File: src/spcl_pkg.sv
package spcl_pkg;
    // control block offsets (low address bits A3..A0)
    localparam logic [3:0] OFF_IRQ_EN = 4'h0;
    localparam logic [3:0] OFF_NVM_LOC = 4'h1;
    localparam logic [3:0] OFF_NVM_DATA = 4'h2;
    localparam logic [3:0] OFF_APPLY = 4'h3;
    // stored layout: channel address bytes then interrupt numbers
    localparam logic [7:0] LOC_ADDR_FIRST = 8'h01;
    localparam logic [7:0] LOC_IRQ_FIRST = 8'h09;
    localparam logic [7:0] LOC_IRQ_SHARED = 8'h0d;
    localparam logic [7:0] LOC_LAST = 8'h0d;
    // channel decode: A9..A3 match, A2..A0 pick a channel register
    localparam int CH_ADDR_LSB = 3;
    localparam int CB_ADDR_LSB = 4;
    localparam int ADDR_MSB = 9;
    // nonvolatile write time
    localparam int CLK_HZ = 50_000_000;
    localparam int NVM_WRITE_US = 2000;
    localparam int NVM_WRITE_CYC = NVM_WRITE_US * (CLK_HZ / 1_000_000);
    // reset values
    localparam logic [7:0] RST_BYTE = 8'h00;
    localparam logic [3:0] RST_IRQ = 4'h0;
endpackage : spcl_pkg

File: src/spcl_nvm.sv
`timescale 1ns/100ps
// ****************************************
// nonvolatile byte store
// ****************************************
module spcl_nvm #(
    parameter int DEPTH = 16,
    parameter int AW = 4
) (
    // clock and reset
    input wire logic clk,
    input wire logic rst_n,
    // write port
    input wire logic wr_en,
    input wire logic [AW-1:0] wr_addr,
    input wire logic [7:0] wr_data,
    // registered read port
    input wire logic [AW-1:0] rd_addr,
    output logic [7:0] rd_data
);
    logic [7:0] mem_r [DEPTH];

    // contents persist across bus reset, so the array is not reset
    always_ff @(posedge clk) begin
        if (wr_en) begin
            mem_r[wr_addr] <= wr_data;
        end
    end

    // read data come out of a register
    always_ff @(posedge clk or negedge rst_n) begin
        if (!rst_n) begin
            rd_data <= 8'h00;
        end else begin
            rd_data <= mem_r[rd_addr];
        end
    end
endmodule : spcl_nvm

File: src/spcl_loader.sv
`timescale 1ns/100ps
// Behaviour
// - offsets 0..3: irq enable, store location, store data, apply config
// - control base from jumpers only; channel bases and irqs from store
// - at power-up stored addresses and irqs copy into port registers
// - a write to offset 3 while idle copies all stored entries to ports
// - irq outputs enable on first channel write or offset-0 write
// - locations 1..8 hold channel A..H address bytes
// - locations 9..C hold irqs A..D; D holds shared irq E..H
// - address byte is A9..A3; channel decode matches that byte
// - irq entry is binary line number; channel irq routed there
// - disable jumper removed: no channel decode, control block still works
// - jumper fitted: channels decode at configured bases
// - data access transfers byte to or from selected location
// - store write takes 2 ms; host waits before next access
// - control base compares A9..A4 to jumpers, fitted reads as 0
module spcl_loader #(
    parameter int NCH = 8,
    parameter int NIRQ = 16,
    parameter int WRITE_CYC = spcl_pkg::NVM_WRITE_CYC
) (
    // clock and reset
    input wire logic CLK_SYS,
    input wire logic RSTN,
    // host i/o bus
    input wire logic [9:0] ADDR,
    input wire logic IOW,
    input wire logic IOR,
    input wire logic [7:0] DIN,
    output logic [7:0] DOUT,
    output logic DOUT_EN,
    // jumpers: a fitted jumper reads 0
    input wire logic [5:0] ADDR_JUMPER,
    input wire logic PORT_DISABLE_JUMPER,
    // per-channel interrupts from the uarts
    input wire logic [NCH-1:0] CH_IRQ,
    // decode and routing outputs
    output logic [NCH-1:0] CH_SEL,
    output logic [NIRQ-1:0] IRQ_LINE,
    output logic BUSY
);
    typedef enum logic [1:0] {
        SPCL_IDLE = 2'b00,
        SPCL_LOAD = 2'b01,
        SPCL_WRITE = 2'b10
    } spcl_state_e;

    spcl_state_e state_r;
    logic [7:0] loc_r;
    logic [3:0] ld_ptr_r;
    logic ld_valid_r;
    logic [3:0] rd_ptr;
    logic [7:0] nvm_q;
    logic [7:0] ch_base_r [NCH];
    logic [3:0] ch_irq_r [NCH];
    logic irq_en_r;
    logic loaded_r;
    logic [$clog2(WRITE_CYC+1)-1:0] wcnt_r;
    logic cb_hit;
    logic any_ch_hit;
    logic nvm_wr;
    logic apply_req;
    logic [NCH-1:0] ch_hit;

    // ****************************************
    // control block decode
    // ****************************************
    // base compare on A9..A4; A3..A0 pick the register
    assign cb_hit = (ADDR[9:4] == ADDR_JUMPER)
        && (ADDR[3:2] == 2'b00);
    assign nvm_wr = cb_hit && IOW && (ADDR[3:0] == spcl_pkg::OFF_NVM_DATA)
        && (state_r == SPCL_IDLE);
    assign apply_req = cb_hit && IOW
        && (ADDR[3:0] == spcl_pkg::OFF_APPLY);

    // store location register
    always_ff @(posedge CLK_SYS or negedge RSTN) begin
        if (!RSTN) begin
            loc_r <= spcl_pkg::RST_BYTE;
        end else if (cb_hit && IOW
                     && ADDR[3:0] == spcl_pkg::OFF_NVM_LOC) begin
            loc_r <= DIN;
        end
    end

    // read of the data offset returns the selected byte
    assign DOUT = nvm_q;
    assign DOUT_EN = cb_hit && IOR && (ADDR[3:0] == spcl_pkg::OFF_NVM_DATA)
        && (state_r == SPCL_IDLE);

    // ****************************************
    // store and loader sequencer
    // ****************************************
    assign rd_ptr = (state_r == SPCL_LOAD) ? ld_ptr_r : loc_r[3:0];

    spcl_nvm #(.DEPTH(16), .AW(4)) u_nvm (
        .clk(CLK_SYS),
        .rst_n(RSTN),
        .wr_en(nvm_wr),
        .wr_addr(loc_r[3:0]),
        .wr_data(DIN),
        .rd_addr(rd_ptr),
        .rd_data(nvm_q)
    );

    // load walks locations 1..D; data lag the pointer by one cycle
    always_ff @(posedge CLK_SYS or negedge RSTN) begin
        if (!RSTN) begin
            state_r <= SPCL_LOAD;
            ld_ptr_r <= spcl_pkg::LOC_ADDR_FIRST[3:0];
            ld_valid_r <= 1'b0;
            wcnt_r <= '0;
        end else begin
            unique case (state_r)
                SPCL_IDLE: begin
                    ld_valid_r <= 1'b0;
                    if (nvm_wr) begin
                        state_r <= SPCL_WRITE;
                        wcnt_r <= '0;
                    end else if (apply_req) begin
                        state_r <= SPCL_LOAD;
                        ld_ptr_r <= spcl_pkg::LOC_ADDR_FIRST[3:0];
                    end
                end
                SPCL_LOAD: begin
                    ld_valid_r <= 1'b1;
                    if (ld_ptr_r == spcl_pkg::LOC_LAST[3:0]) begin
                        state_r <= SPCL_IDLE;
                    end else begin
                        ld_ptr_r <= ld_ptr_r + 4'h1;
                    end
                end
                SPCL_WRITE: begin
                    // the store ignores the bus while it programs
                    if (wcnt_r == WRITE_CYC[$bits(wcnt_r)-1:0] - 1'b1) begin
                        state_r <= SPCL_IDLE;
                    end else begin
                        wcnt_r <= wcnt_r + 1'b1;
                    end
                end
                // unused code 11: fall back to idle rather than hang
                default: begin
                    state_r <= SPCL_IDLE;
                end
            endcase
        end
    end

    // pointer of the byte now on nvm_q during a load
    logic [3:0] ld_prev_r;
    always_ff @(posedge CLK_SYS or negedge RSTN) begin
        if (!RSTN) begin
            ld_prev_r <= 4'h0;
        end else begin
            ld_prev_r <= ld_ptr_r;
        end
    end

    // port registers take the walked bytes
    always_ff @(posedge CLK_SYS or negedge RSTN) begin
        if (!RSTN) begin
            for (int i = 0; i < NCH; i++) begin
                ch_base_r[i] <= spcl_pkg::RST_BYTE;
                ch_irq_r[i] <= spcl_pkg::RST_IRQ;
            end
        end else if (ld_valid_r) begin
            for (int i = 0; i < NCH; i++) begin
                if (ld_prev_r == 4'(i + 1)) begin
                    ch_base_r[i] <= nvm_q;
                end
                if (i < 4 && ld_prev_r == 4'(i + 9)) begin
                    ch_irq_r[i] <= nvm_q[3:0];
                end
                if (i >= 4 && ld_prev_r == spcl_pkg::LOC_IRQ_SHARED[3:0]) begin
                    ch_irq_r[i] <= nvm_q[3:0];
                end
            end
        end
    end

    // first completed load opens channel decode
    always_ff @(posedge CLK_SYS or negedge RSTN) begin
        if (!RSTN) begin
            loaded_r <= 1'b0;
        end else if (ld_valid_r && state_r == SPCL_IDLE) begin
            loaded_r <= 1'b1;
        end
    end

    // ****************************************
    // channel decode and interrupt routing
    // ****************************************
    always_comb begin
        for (int i = 0; i < NCH; i++) begin
            ch_hit[i] = (ADDR[9:3] == ch_base_r[i][6:0]) && loaded_r
                && !PORT_DISABLE_JUMPER;
        end
    end
    assign CH_SEL = ch_hit;
    assign any_ch_hit = |ch_hit;

    // irq enable latches on first channel write or command
    always_ff @(posedge CLK_SYS or negedge RSTN) begin
        if (!RSTN) begin
            irq_en_r <= 1'b0;
        end else if ((any_ch_hit && IOW) || (cb_hit && IOW
                     && ADDR[3:0] == spcl_pkg::OFF_IRQ_EN)) begin
            irq_en_r <= 1'b1;
        end
    end

    // route each channel to its numbered line, registered
    always_ff @(posedge CLK_SYS or negedge RSTN) begin
        if (!RSTN) begin
            IRQ_LINE <= '0;
        end else begin
            logic [NIRQ-1:0] acc;
            acc = '0;
            for (int i = 0; i < NCH; i++) begin
                if (CH_IRQ[i] && irq_en_r && loaded_r) begin
                    acc[ch_irq_r[i]] = 1'b1;
                end
            end
            IRQ_LINE <= acc;
        end
    end

    assign BUSY = (state_r != SPCL_IDLE);
endmodule : spcl_loader

File: config.mk
export PLATFORM = sky130hd
export DESIGN_NAME = spcl_loader
export DESIGN_NICKNAME = d
export VERILOG_FILES = /design/src/spcl_pkg.sv /design/src/spcl_nvm.sv /design/src/spcl_loader.sv
export SDC_FILE = /design/constraint.sdc
export NUM_CORES = 1
export LEC_CHECK = 0
export BUFFER_PORTS_ARGS = -buffer_cell sky130_fd_sc_hd__buf_2
export CAP_MARGIN = 30
export CORE_ASPECT_RATIO = 1.4
export CORE_MARGIN = 2
export CORE_UTILIZATION = 50
export DETAILED_ROUTE_END_ITERATION = 10
export PLACE_DENSITY_LB_ADDON = 0.25
export RECOVER_POWER = 50
export SLEW_MARGIN = 25
export SYNTH_ARGS = -nofsm -noshare
export SYNTH_HDL_FRONTEND = slang
export SYNTH_SLANG_ARGS = --single-unit
File: constraint.sdc
create_clock -name CLK_SYS -period 3.76 [get_ports CLK_SYS]
set_clock_uncertainty 0.2 [all_clocks]
set_input_delay 0.188 -clock CLK_SYS [delete_from_list [all_inputs] [get_ports CLK_SYS]]
set_output_delay 0.188 -clock CLK_SYS [all_outputs]
set_load 0.01 [all_outputs]
-- Yosys cells after proc, flatten, opt, wreduce, memory -nomap -nowiden
Memory sizes are Yosys's and may differ from the RTL's. A register that Yosys moved wholly into a read port is not among the register bits.
Index checks and enable logic that the tools add are counted.
- logic and storage cells: 188
- memories: 1
- bits in writable memories: 128
- flip-flop bits (word level): 126
- bits of input ports: 37
- output and inout port bits: 34
- memories (name ; words ; width ; rd ports ; clocked after memory_dff ; wr ports ; line ; RTL):
    u_nvm.mem_r ; 16 ; 8 ; 1 ; 1 ; 1 ; spcl_nvm.sv:20 ; logic [7:0] mem_r [DEPTH];
- bitwise operators: 7
- reductions and logical operators: 75
- $add $sub $neg: 2
- equality and inequality tests: 37
- mux-type cells: 34
- $lt $le $gt $ge: 10
- operators with widths (cell ; count):
    2-to-1 mux 16 bit ; 8
    bitwise OR 16 bit ; 7
    == test 7 bit ; 8
    logical AND 1 bit ; 49
    2-to-1 mux 17 bit ; 2
    one-hot mux 17 bit (2 select lines) ; 1
    == test 4 bit, second input constant ; 7
    AND reduction 2 bit ; 13
    less-than comparator 4 x 5 -> 1 bit, second input constant ; 5
    demux 1 bit (select 4 bit) ; 5
    >= comparator 4 x 1 -> 1 bit, second input constant ; 5
    adder 17 x 1 -> 17 bit, second input constant ; 1
    == test 17 bit, second input constant ; 1
    == test 4 x 2 -> 1 bit, second input constant ; 4
    == test 4 x 3 -> 1 bit, second input constant ; 4
    2-to-1 mux 4 bit ; 4
    != test 2 bit, second input constant ; 6
    == test 4 x 1 -> 1 bit, second input constant ; 2
    2-to-1 mux 2 bit ; 4
    one-hot mux 4 bit (2 select lines) ; 1
    OR reduction 8 bit ; 1
    2-to-1 mux 1 bit ; 7
    == test 6 bit ; 1
    one-hot mux 2 bit (3 select lines) ; 1
    other kinds (13) ; 18

-- Longest topological paths before layout
Gate-level depths: netlist (run 1).
- depth after elaboration: 19
- depth in mapped cells: 9
- gate-level depth less buffers: 7

-- Modules after synthesis
A second synthesis (run 1) with hierarchy kept.
- cell total of the unflattened synthesis: 786
- area total of the unflattened synthesis: 11542.3 um2
- by module, submodules not included (module ; seq. area each (um2) ; area an instance (um2) ; times used ; cells each):
    spcl_loader ; 3155.5 ; 6354.8 ; 1 ; 557
    spcl_nvm ; 4043.9 ; 5187.5 ; 1 ; 229

-- Worst setup path before layout (run 1)
No wires, ideal clock.
- kind: input port to flip-flop
- start point: input ADDR[3]
- end point: memory u_nvm.mem_r[1][0], enable pin
- setup time: 383 ps
- data required time: 3177 ps
- path buffers: 1
- cell stages on the path: 6
- path slack: 1128 ps
- data arrival time: 2049 ps
- cell sequence: buf_2 -> nor3_1 -> nand3_1 -> nor4_4 -> nand3b_1 -> nor3_1
- word-level cells in the longest chain between the ends: 7
- elaborated cells between the ends (all ways): 8
- classes of those cells: eq/ne (1); mux (2); reduce/logical (5)
- ends and longest elaborated chain (item ; line ; RTL):
    start: declaration ; spcl_loader.sv:26 ; input wire logic [9:0] ADDR,
    zero test 2 bit ; spcl_loader.sv:70 ; && (ADDR[3:2] == 2'b00);
    logical AND 1 bit ; spcl_loader.sv:70 ;
    logical AND 1 bit ; spcl_loader.sv:71 ; assign nvm_wr = cb_hit && IOW && (ADDR[3:0] == spcl_pkg::OFF_NVM_DATA)
    logical AND 1 bit * ; spcl_loader.sv:71 ;
    logical AND 1 bit * ; spcl_loader.sv:72 ; && (state_r == SPCL_IDLE);
    2-to-1 mux 1 bit * ; spcl_nvm.sv:24 ; if (wr_en) begin
    2-to-1 mux 1 bit (implied by the code) * ; spcl_nvm.sv:25 ; mem_r[wr_addr] <= wr_data;
    end: declaration ; spcl_nvm.sv:20 ;
Every way passes the cells marked *; elsewhere a longest branch is shown, timed or not.

-- Worst setup path in the final report (run 1)
- start point: register loaded_r
- end point: register irq_en_r
- word-level cells in the longest chain between the ends: 5
- elaborated cells between the ends (all ways): 19
- classes of those cells: reduce/logical (19)
- ends and longest elaborated chain (item ; line ; RTL):
    start: declaration ; spcl_loader.sv:57 ; logic loaded_r;
    start signal: assignment ; spcl_loader.sv:184 ; loaded_r <= 1'b0;
    start signal: assignment ; spcl_loader.sv:186 ; loaded_r <= 1'b1;
    logical AND 1 bit ; spcl_loader.sv:195 ; ch_hit[i] = (ADDR[9:3] == ch_base_r[i][6:0]) && loaded_r
    logical AND 1 bit ; spcl_loader.sv:196 ; && !PORT_DISABLE_JUMPER;
    OR reduction 8 bit * ; spcl_loader.sv:200 ; assign any_ch_hit = |ch_hit;
    logical AND 1 bit * ; spcl_loader.sv:206 ; end else if ((any_ch_hit && IOW) || (cb_hit && IOW
    logical OR 1 bit * ; spcl_loader.sv:206 ;
    end signal: assignment ; spcl_loader.sv:205 ; irq_en_r <= 1'b0;
    end signal: assignment ; spcl_loader.sv:208 ; irq_en_r <= 1'b1;
    end: declaration ; spcl_loader.sv:56 ; logic irq_en_r;
Marked as above.
A chain may end at the register's enable or synchronous reset.

==> results.tsv, run 1 <==
metric	value	unit
clock latency on the worst-skew pair	530	ps
Switching Fraction	0.2494	
share of cells above drive strength 1	0.2207	
largest net degree at the start of global routing	95	
Die Width	132.4	um
FMAX	0.3362	GHz
Tmin final	2975	ps
Rel. slew slack	0.07142	
Synth Area in Compound Gates	0.04162	
setup TNS	0	ps
initial antenna violation count	0	
DP Wirelength	18.67	mm
LEAKAGE	5.319	nW
Arr. time, crit path	3190	ps
Post-Route WL	27.36	mm
Area growth syn-to-layout	15.87	%
vias in the first global route	7459	
reg2reg end	irq_en_r$_DFFE_PN0P_	
row cnt	65	
commonest cells after routing, fill and taps aside	132 x dfrtp_1, 128 x edfxtp_1, 80 x mux2_2	
Placer Congestion	0.8617	
Tot GR Track Use	0.2255	
syn_nets	914	
Gate power share	0.092	
final setup vio count	0	
I/O pins	71	
adder-cell area share of the yosys netlist	0.003251	
CP Class	reg -> reg	
worst reg2reg setup slack	790	ps
CTS sink count	262	
Storage cell area	0.007199	mm2
Avg Inst Size Synth	13.21	um2
DR vias	7386	
CP max FO	8	
Crit. End Element	flip-flop	
EDFF count, synth	128	
CP startpoint kind	flip-flop	
top_reg_cell synth	dfrtp_1	
main combinational cell family by area after synthesis	simple AND/OR/NAND/NOR gates	
Hold Path Sink	IRQ_LINE[2]$_DFF_PN0_	
First-pass DRT Iterations	5	
leading cell type in the layout, fill and taps excluded	dfrtp_1	
routed length per instance	21.08	um
Place WS	845.8	ps
sequential-to-total area share from yosys stat	0.6236	
status	finished, final reports clean	
min-delay worst type	in -> reg	
Initial DRC Count	384	
Post-Synth Simple-Gate Area	0.1292	
# nets final	1017	
GRT overflow	0	
RR Startpoint	loaded_r$_DFFE_PN0P_	
multi-input logic area	0.004144	mm2
overall power	6.851	mW
Synthesis Warnings	0	
Num CTS Buffers	26	
Mapped Cells	874	
synthesized area	0.01154	mm2
Max Slew Vio Count	0	
Seq cells post-synth	262	
die height	183.8	um
utilization after layout	0.5916	
max-cap violation count	0	
Critical Path RT	3970	ps
P_int	5.142	mW
Fin Hold WS	24.58	ps
clk slew on worst S/H paths	70	ps
worst vdd ir	0.4149	mV
clock share of power	0.410	
drt drc	0	
hold path startpoint	CH_IRQ[7]	
RSZ-0062 raised after global routing	no	
initial cell density of the core	0.5106	
first-pass GRT wire length	42.11	mm
PwrDens	512.2	mW/mm2
worst setup margin	785.4	ps
H-tree Lvls	1	
mux contribution to synthesized area	0.1275	
NetSw	1.709	mW
Reg2Reg Depth	7	
die area	0.02434	mm2
Root Buffer	clkbuf_16	
async set or reset register ratio after synthesis	0.5115	
Post-CTS Resized	0	
worst slew pin tran	1393	ps
CTS tree	done	
fillers	1907	
ANT cells	0	
Final Cycle Share	0.7911	
total core area	0.02261	mm2
ANT nets after route	0	
Worst Hold Path Cells	5	
clk buf depth	3	
distinct cell type count after synthesis	50	
drt via density	5.690	
number of buffers added on ports	70	
Post-Synth XOR/XNOR Area	0.05690	
sequential group share of total power	0.498	
final hold viol count	0	
## power groups by stage
stage,registers (mW),logic [mW],clock network [mW]
floorplan,3.37,0.437,0
detailed placement,3.47,0.624,0
finish,3.41,0.632,2.81
global route,3.43,0.705,2.98
global placement,3.46,0.611,0
CTS,3.41,0.640,2.85
## per-layer routing
layer  vias to the layer above  track usage  part of all wire  wire (um)
li1                       3432            -                 -          -
met1                      3698       0.2735              0.40      10900
met2                       192       0.4116              0.52      14360
met3                        64      0.02730             0.040       1091
met4                         0      0.08473             0.037       1012
met5                         -            0                 0          0
## cell usage after synthesis (all sizes together) (4+ instances only)
| library cell | number | share of area |
|---|---|---|
| a21oi | 5 | 0.0025 |
| a32oi | 8 | 0.0061 |
| and3 | 5 | 0.0027 |
| buf | 19 | 0.0092 |
| clkbuf | 17 | 0.0055 |
| dfrtp | 132 | 0.29 |
| edfxtp | 128 | 0.33 |
| inv | 10 | 0.0033 |
| mux2 | 80 | 0.078 |
| mux2i | 21 | 0.018 |
| mux4 | 16 | 0.031 |
| nand2 | 73 | 0.024 |
| nand2b | 17 | 0.0092 |
| nand3 | 34 | 0.015 |
| nand3b | 7 | 0.0046 |
| nand4 | 31 | 0.017 |
| nor2 | 65 | 0.021 |
| nor2b | 4 | 0.0022 |
| nor3 | 25 | 0.011 |
| nor3b | 5 | 0.0033 |
| nor4 | 6 | 0.0046 |
| o21ai | 32 | 0.014 |
| o22ai | 19 | 0.010 |
| o32ai | 5 | 0.0038 |
| or3 | 11 | 0.0060 |
| xnor2 | 66 | 0.050 |
| xor2 | 9 | 0.0068 |
## worst max-delay path by stage
| stage | startpoint | end | cells past startpoint |
|---|---|---|---|
| after floorplan | ADDR[3] | u_nvm.mem_r[1][0]$_DFFE_PP_ | 6 |
| after global placement | state_r[0]$_DFFE_PN1P_ | u_nvm.rd_data[4]$_DFF_PN0_ | 5 |
| after detailed placement | state_r[0]$_DFFE_PN1P_ | u_nvm.rd_data[3]$_DFF_PN0_ | 6 |
| after CTS | loaded_r$_DFFE_PN0P_ | irq_en_r$_DFFE_PN0P_ | 7 |
| after global routing | loaded_r$_DFFE_PN0P_ | irq_en_r$_DFFE_PN0P_ | 7 |
| final | loaded_r$_DFFE_PN0P_ | irq_en_r$_DFFE_PN0P_ | 7 |
## cell type report
type                    instances  area share
clock buffers                  29     0.05182
clock inverters                19     0.01871
inverters                      10    0.002806
multi-input cells             566      0.3098
flip-flops and latches        262      0.5382
well taps                     301     0.02815
repair buffers                111     0.05051
## sequential cells by signal, summed over array words and instances (netlist names), 2 cells and up
register       count
ld_ptr_r           4
loc_r              4
ch_base_r         56
ch_irq_r          20
u_nvm.mem_r      128
ld_prev_r          4
IRQ_LINE          16
u_nvm.rd_data      8
wcnt_r            17
state_r            2
## metrics by stage
step	instance area, um2	std cells
after floorplan	11540	874
after global placement	12310	1235
after detailed placement	12310	1235
after CTS	13390	1296
after global routing	13380	1298
final	13380	1298
## repair_timing
action	in CTS	in global routing
hold buffers	13	1
hold endpoints to repair	230	22
setup buffers	0	0
## critical path: stages (launching register included)
cell           delay [ps]
dfrtp_1               470
nor2b_1               330
nand4_1               170
nor2_1                 90
nor4_1                570
a21oi_1               150
a311o_1               320
dlygate4sd3_1         550
## cell families (layout without fill, tap and decap cells)
logic type / Yosys count / after routing
fa+ha+maj: 3 / 3
compound gates: 76 / 76
flops: 262 / 262
buf+inv: 46 / 169
mux: 117 / 117
xor+xnor: 75 / 75
simple gates: 295 / 295
No activity file was read; power rests on OpenSTA's default activity.
==> run 2: changes to the inputs <==
- clock period: 3.76 -> 2.66 ns (I/O delays scaled with it)
==> results.tsv, run 2 (synthesized netlist as in run 1, its figures left out) <==
metric	value	unit	change
status	finished with violations		
failing checks	max-capacitance violations, max-slew violations		
RSZ-0062 raised after global routing	no		
Critical Path RT	2850	ps	-1120 ps
min-delay worst type	in -> reg		
Crit. End Element	flip-flop		
Tmin final	2481	ps	-493.8 ps
max-cap violation count	1		+1
Num CTS Buffers	26		unchanged
ANT cells	0		unchanged
Tot GR Track Use	0.2178		-0.007691
I/O pins	71		unchanged
CTS sink count	262		unchanged
initial cell density of the core	0.5106		unchanged
Max Slew Vio Count	67		+67
number of buffers added on ports	70		unchanged
worst reg2reg setup slack	180	ps	-610 ps
Arr. time, crit path	2670	ps	-520 ps
commonest cells after routing, fill and taps aside	132 x dfrtp_1, 128 x edfxtp_1, 80 x mux2_2		
Critical Path, Cell by Cell	nand2b_2 > a21oi_4 > buf_12 > mux4_2 > mux2i_2 > o21ai_0		
CP max FO	16		+8
routed length per instance	20.01	um	-5.1%
met3 Use GR	0.02233		-0.004963
first-pass GRT wire length	41.15	mm	-2.3%
final setup vio count	0		unchanged
Final Cycle Share	0.9326		+0.1415
Rel. slew slack	-0.1640		-0.2354
GRT overflow	0		unchanged
Fin Hold WS	35.86	ps	+11.28 ps
row cnt	65		unchanged
worst vdd ir	0.5800	mV	+40%
Die Width	132.4	um	unchanged
clk slew on worst S/H paths	60	ps	about the same
FMAX	0.4031	GHz	+20%
largest net degree at the start of global routing	68		-28%
CP max stage delay	560	ps	about the same
Reg2Reg Depth	6		-1
Worst Hold Path Cells	5		unchanged
initial antenna violation count	0		unchanged
# nets final	1027		+0.98%
Largest register FFs	128		unchanged
worst setup margin	179.2	ps	-606.2 ps
vias in the first global route	7422		-0.50%
Post-Route WL	26.18	mm	-4.3%
die height	183.8	um	unchanged
RR Startpoint	state_r[0]$_DFFE_PN1P_		
grt peak-use layer	met2		
overall power	9.427	mW	+38%
CP Class	reg -> reg		
die area	0.02434	mm2	unchanged
Hold Path Sink	IRQ_LINE[15]$_DFF_PN0_		
CTS tree	done		
LEAKAGE	5.372	nW	+0.98%
total core area	0.02261	mm2	unchanged
met1 Usage GRT	0.2711		-0.002356
Root Buffer	clkbuf_16		
DP Wirelength	17.57	mm	-5.9%
share of cells above drive strength 1	0.2383		+0.01767
PwrDens	701.2	mW/mm2	+37%
clk buf depth	3		unchanged
First-pass DRT Iterations	5		unchanged
biggest regs	u_nvm.mem_r: 128 flops, ch_base_r: 56 flops, ch_irq_r: 20 flops		
clock latency on the worst-skew pair	520	ps	about the same
CP max-delay cell	dfstp_2		
largest reg by FF count	u_nvm.mem_r		
Initial DRC Count	519		+35%
DR vias	7374		-0.16%
met2 Use GR	0.4050		-0.006632
final hold viol count	0		unchanged
worst slew pin tran	1746	ps	+353.1 ps
Area growth syn-to-layout	16.46	%	
Place WS	-62.47	ps	-908.3 ps
Placer Congestion	0.8724		+1.2%
H-tree Lvls	1		unchanged
drt drc	0		unchanged
reg2reg end	u_nvm.rd_data[1]$_DFF_PN0_		
drt via density	5.638		-0.93%
Critical Path Source	state_r[0]$_DFFE_PN1P_		
CP startpoint kind	flip-flop		
hold path startpoint	CH_IRQ[2]		
leading cell type in the layout, fill and taps excluded	dfrtp_1		
ANT nets after route	0		unchanged
[run 2: cell types whose count changed in the layout (fill, tap and decap cells not counted), sizes merged]
cell         previous run  this run
buf                    67        84
bufinv                  5         1
clkinv                  5         4
clkinvlp                5         4
dlygate4sd3            14        16
inv                    14        11
[run 2: layout make-up]
cell class,count,area [um2]
multi-input cells,566,4163
fillers,1893,9164
clock buffers,38,798.3
repair buffers,121,784.5
flip-flops and latches,262,7199
inverters,10,37.54
clock inverters,10,86.33
well taps,301,376.6
[run 2: metal layers]
layer / vias up / wire length [um]
met5: - / 0
met4: 0 / 536
met3: 41 / 836
met2: 158 / 14050
met1: 3726 / 10750
li1: 3449 / -
[run 2: power breakdown]
group / total (mW) / switching (mW) / internal, mW
Sequential: 4.83 / 0.352 / 4.48
Combinational: 0.913 / 0.495 / 0.419
Clock: 3.68 / 1.50 / 2.18
Total: 9.43 / 2.35 / 7.08
[run 2: stage by stage]
step / TNS, ps / std cells / area (um2) / util
6_report: 0 / 1308 / 13450 / 0.5947
5_1_grt: 0 / 1308 / 13450 / 0.5947
3_5_place_dp: -62.47 / 1244 / 12420 / 0.5493
4_1_cts: 0 / 1308 / 13470 / 0.5958
3_3_place_gp: -14.99 / 1244 / 12420 / 0.5493
2_1_floorplan: 0 / 874 / 11540 / -
[run 2: worst max-delay path by stage]
stage	to	slack, ps	cells after the start
6_report	u_nvm.rd_data[1]$_DFF_PN0_	180	6
5_1_grt	ch_base_r[11]$_DFFE_PN0P_	60	3
4_1_cts	u_nvm.rd_data[0]$_DFF_PN0_	10	6
3_5_place_dp	u_nvm.rd_data[1]$_DFF_PN0_	-60	6
3_3_place_gp	u_nvm.rd_data[1]$_DFF_PN0_	-10	6
2_1_floorplan	u_nvm.mem_r[1][0]$_DFFE_PP_	30	5
[run 2: timing repair]
| item | 4_1_cts | 5_1_grt |
|---|---|---|
| resized for setup | 2 | 2 |
| hold endpoints to repair | 282 | 0 |
| pin swaps | 0 | 0 |
| hold buffers | 16 | 0 |
| setup endpoints to repair | 2 | 4 |
| setup buffers | 0 | 0 |
[run 2: worst max-delay path, delay by kind of cell (launching register included)]
| family | cells | cell delay [ps] |
|---|---|---|
| DFF | 1 | 560 |
| and+or+nand+nor | 1 | 160 |
| muxes | 2 | 830 |
| buffers and inverters | 1 | 210 |
| AOI/OAI and AO/OA | 2 | 390 |
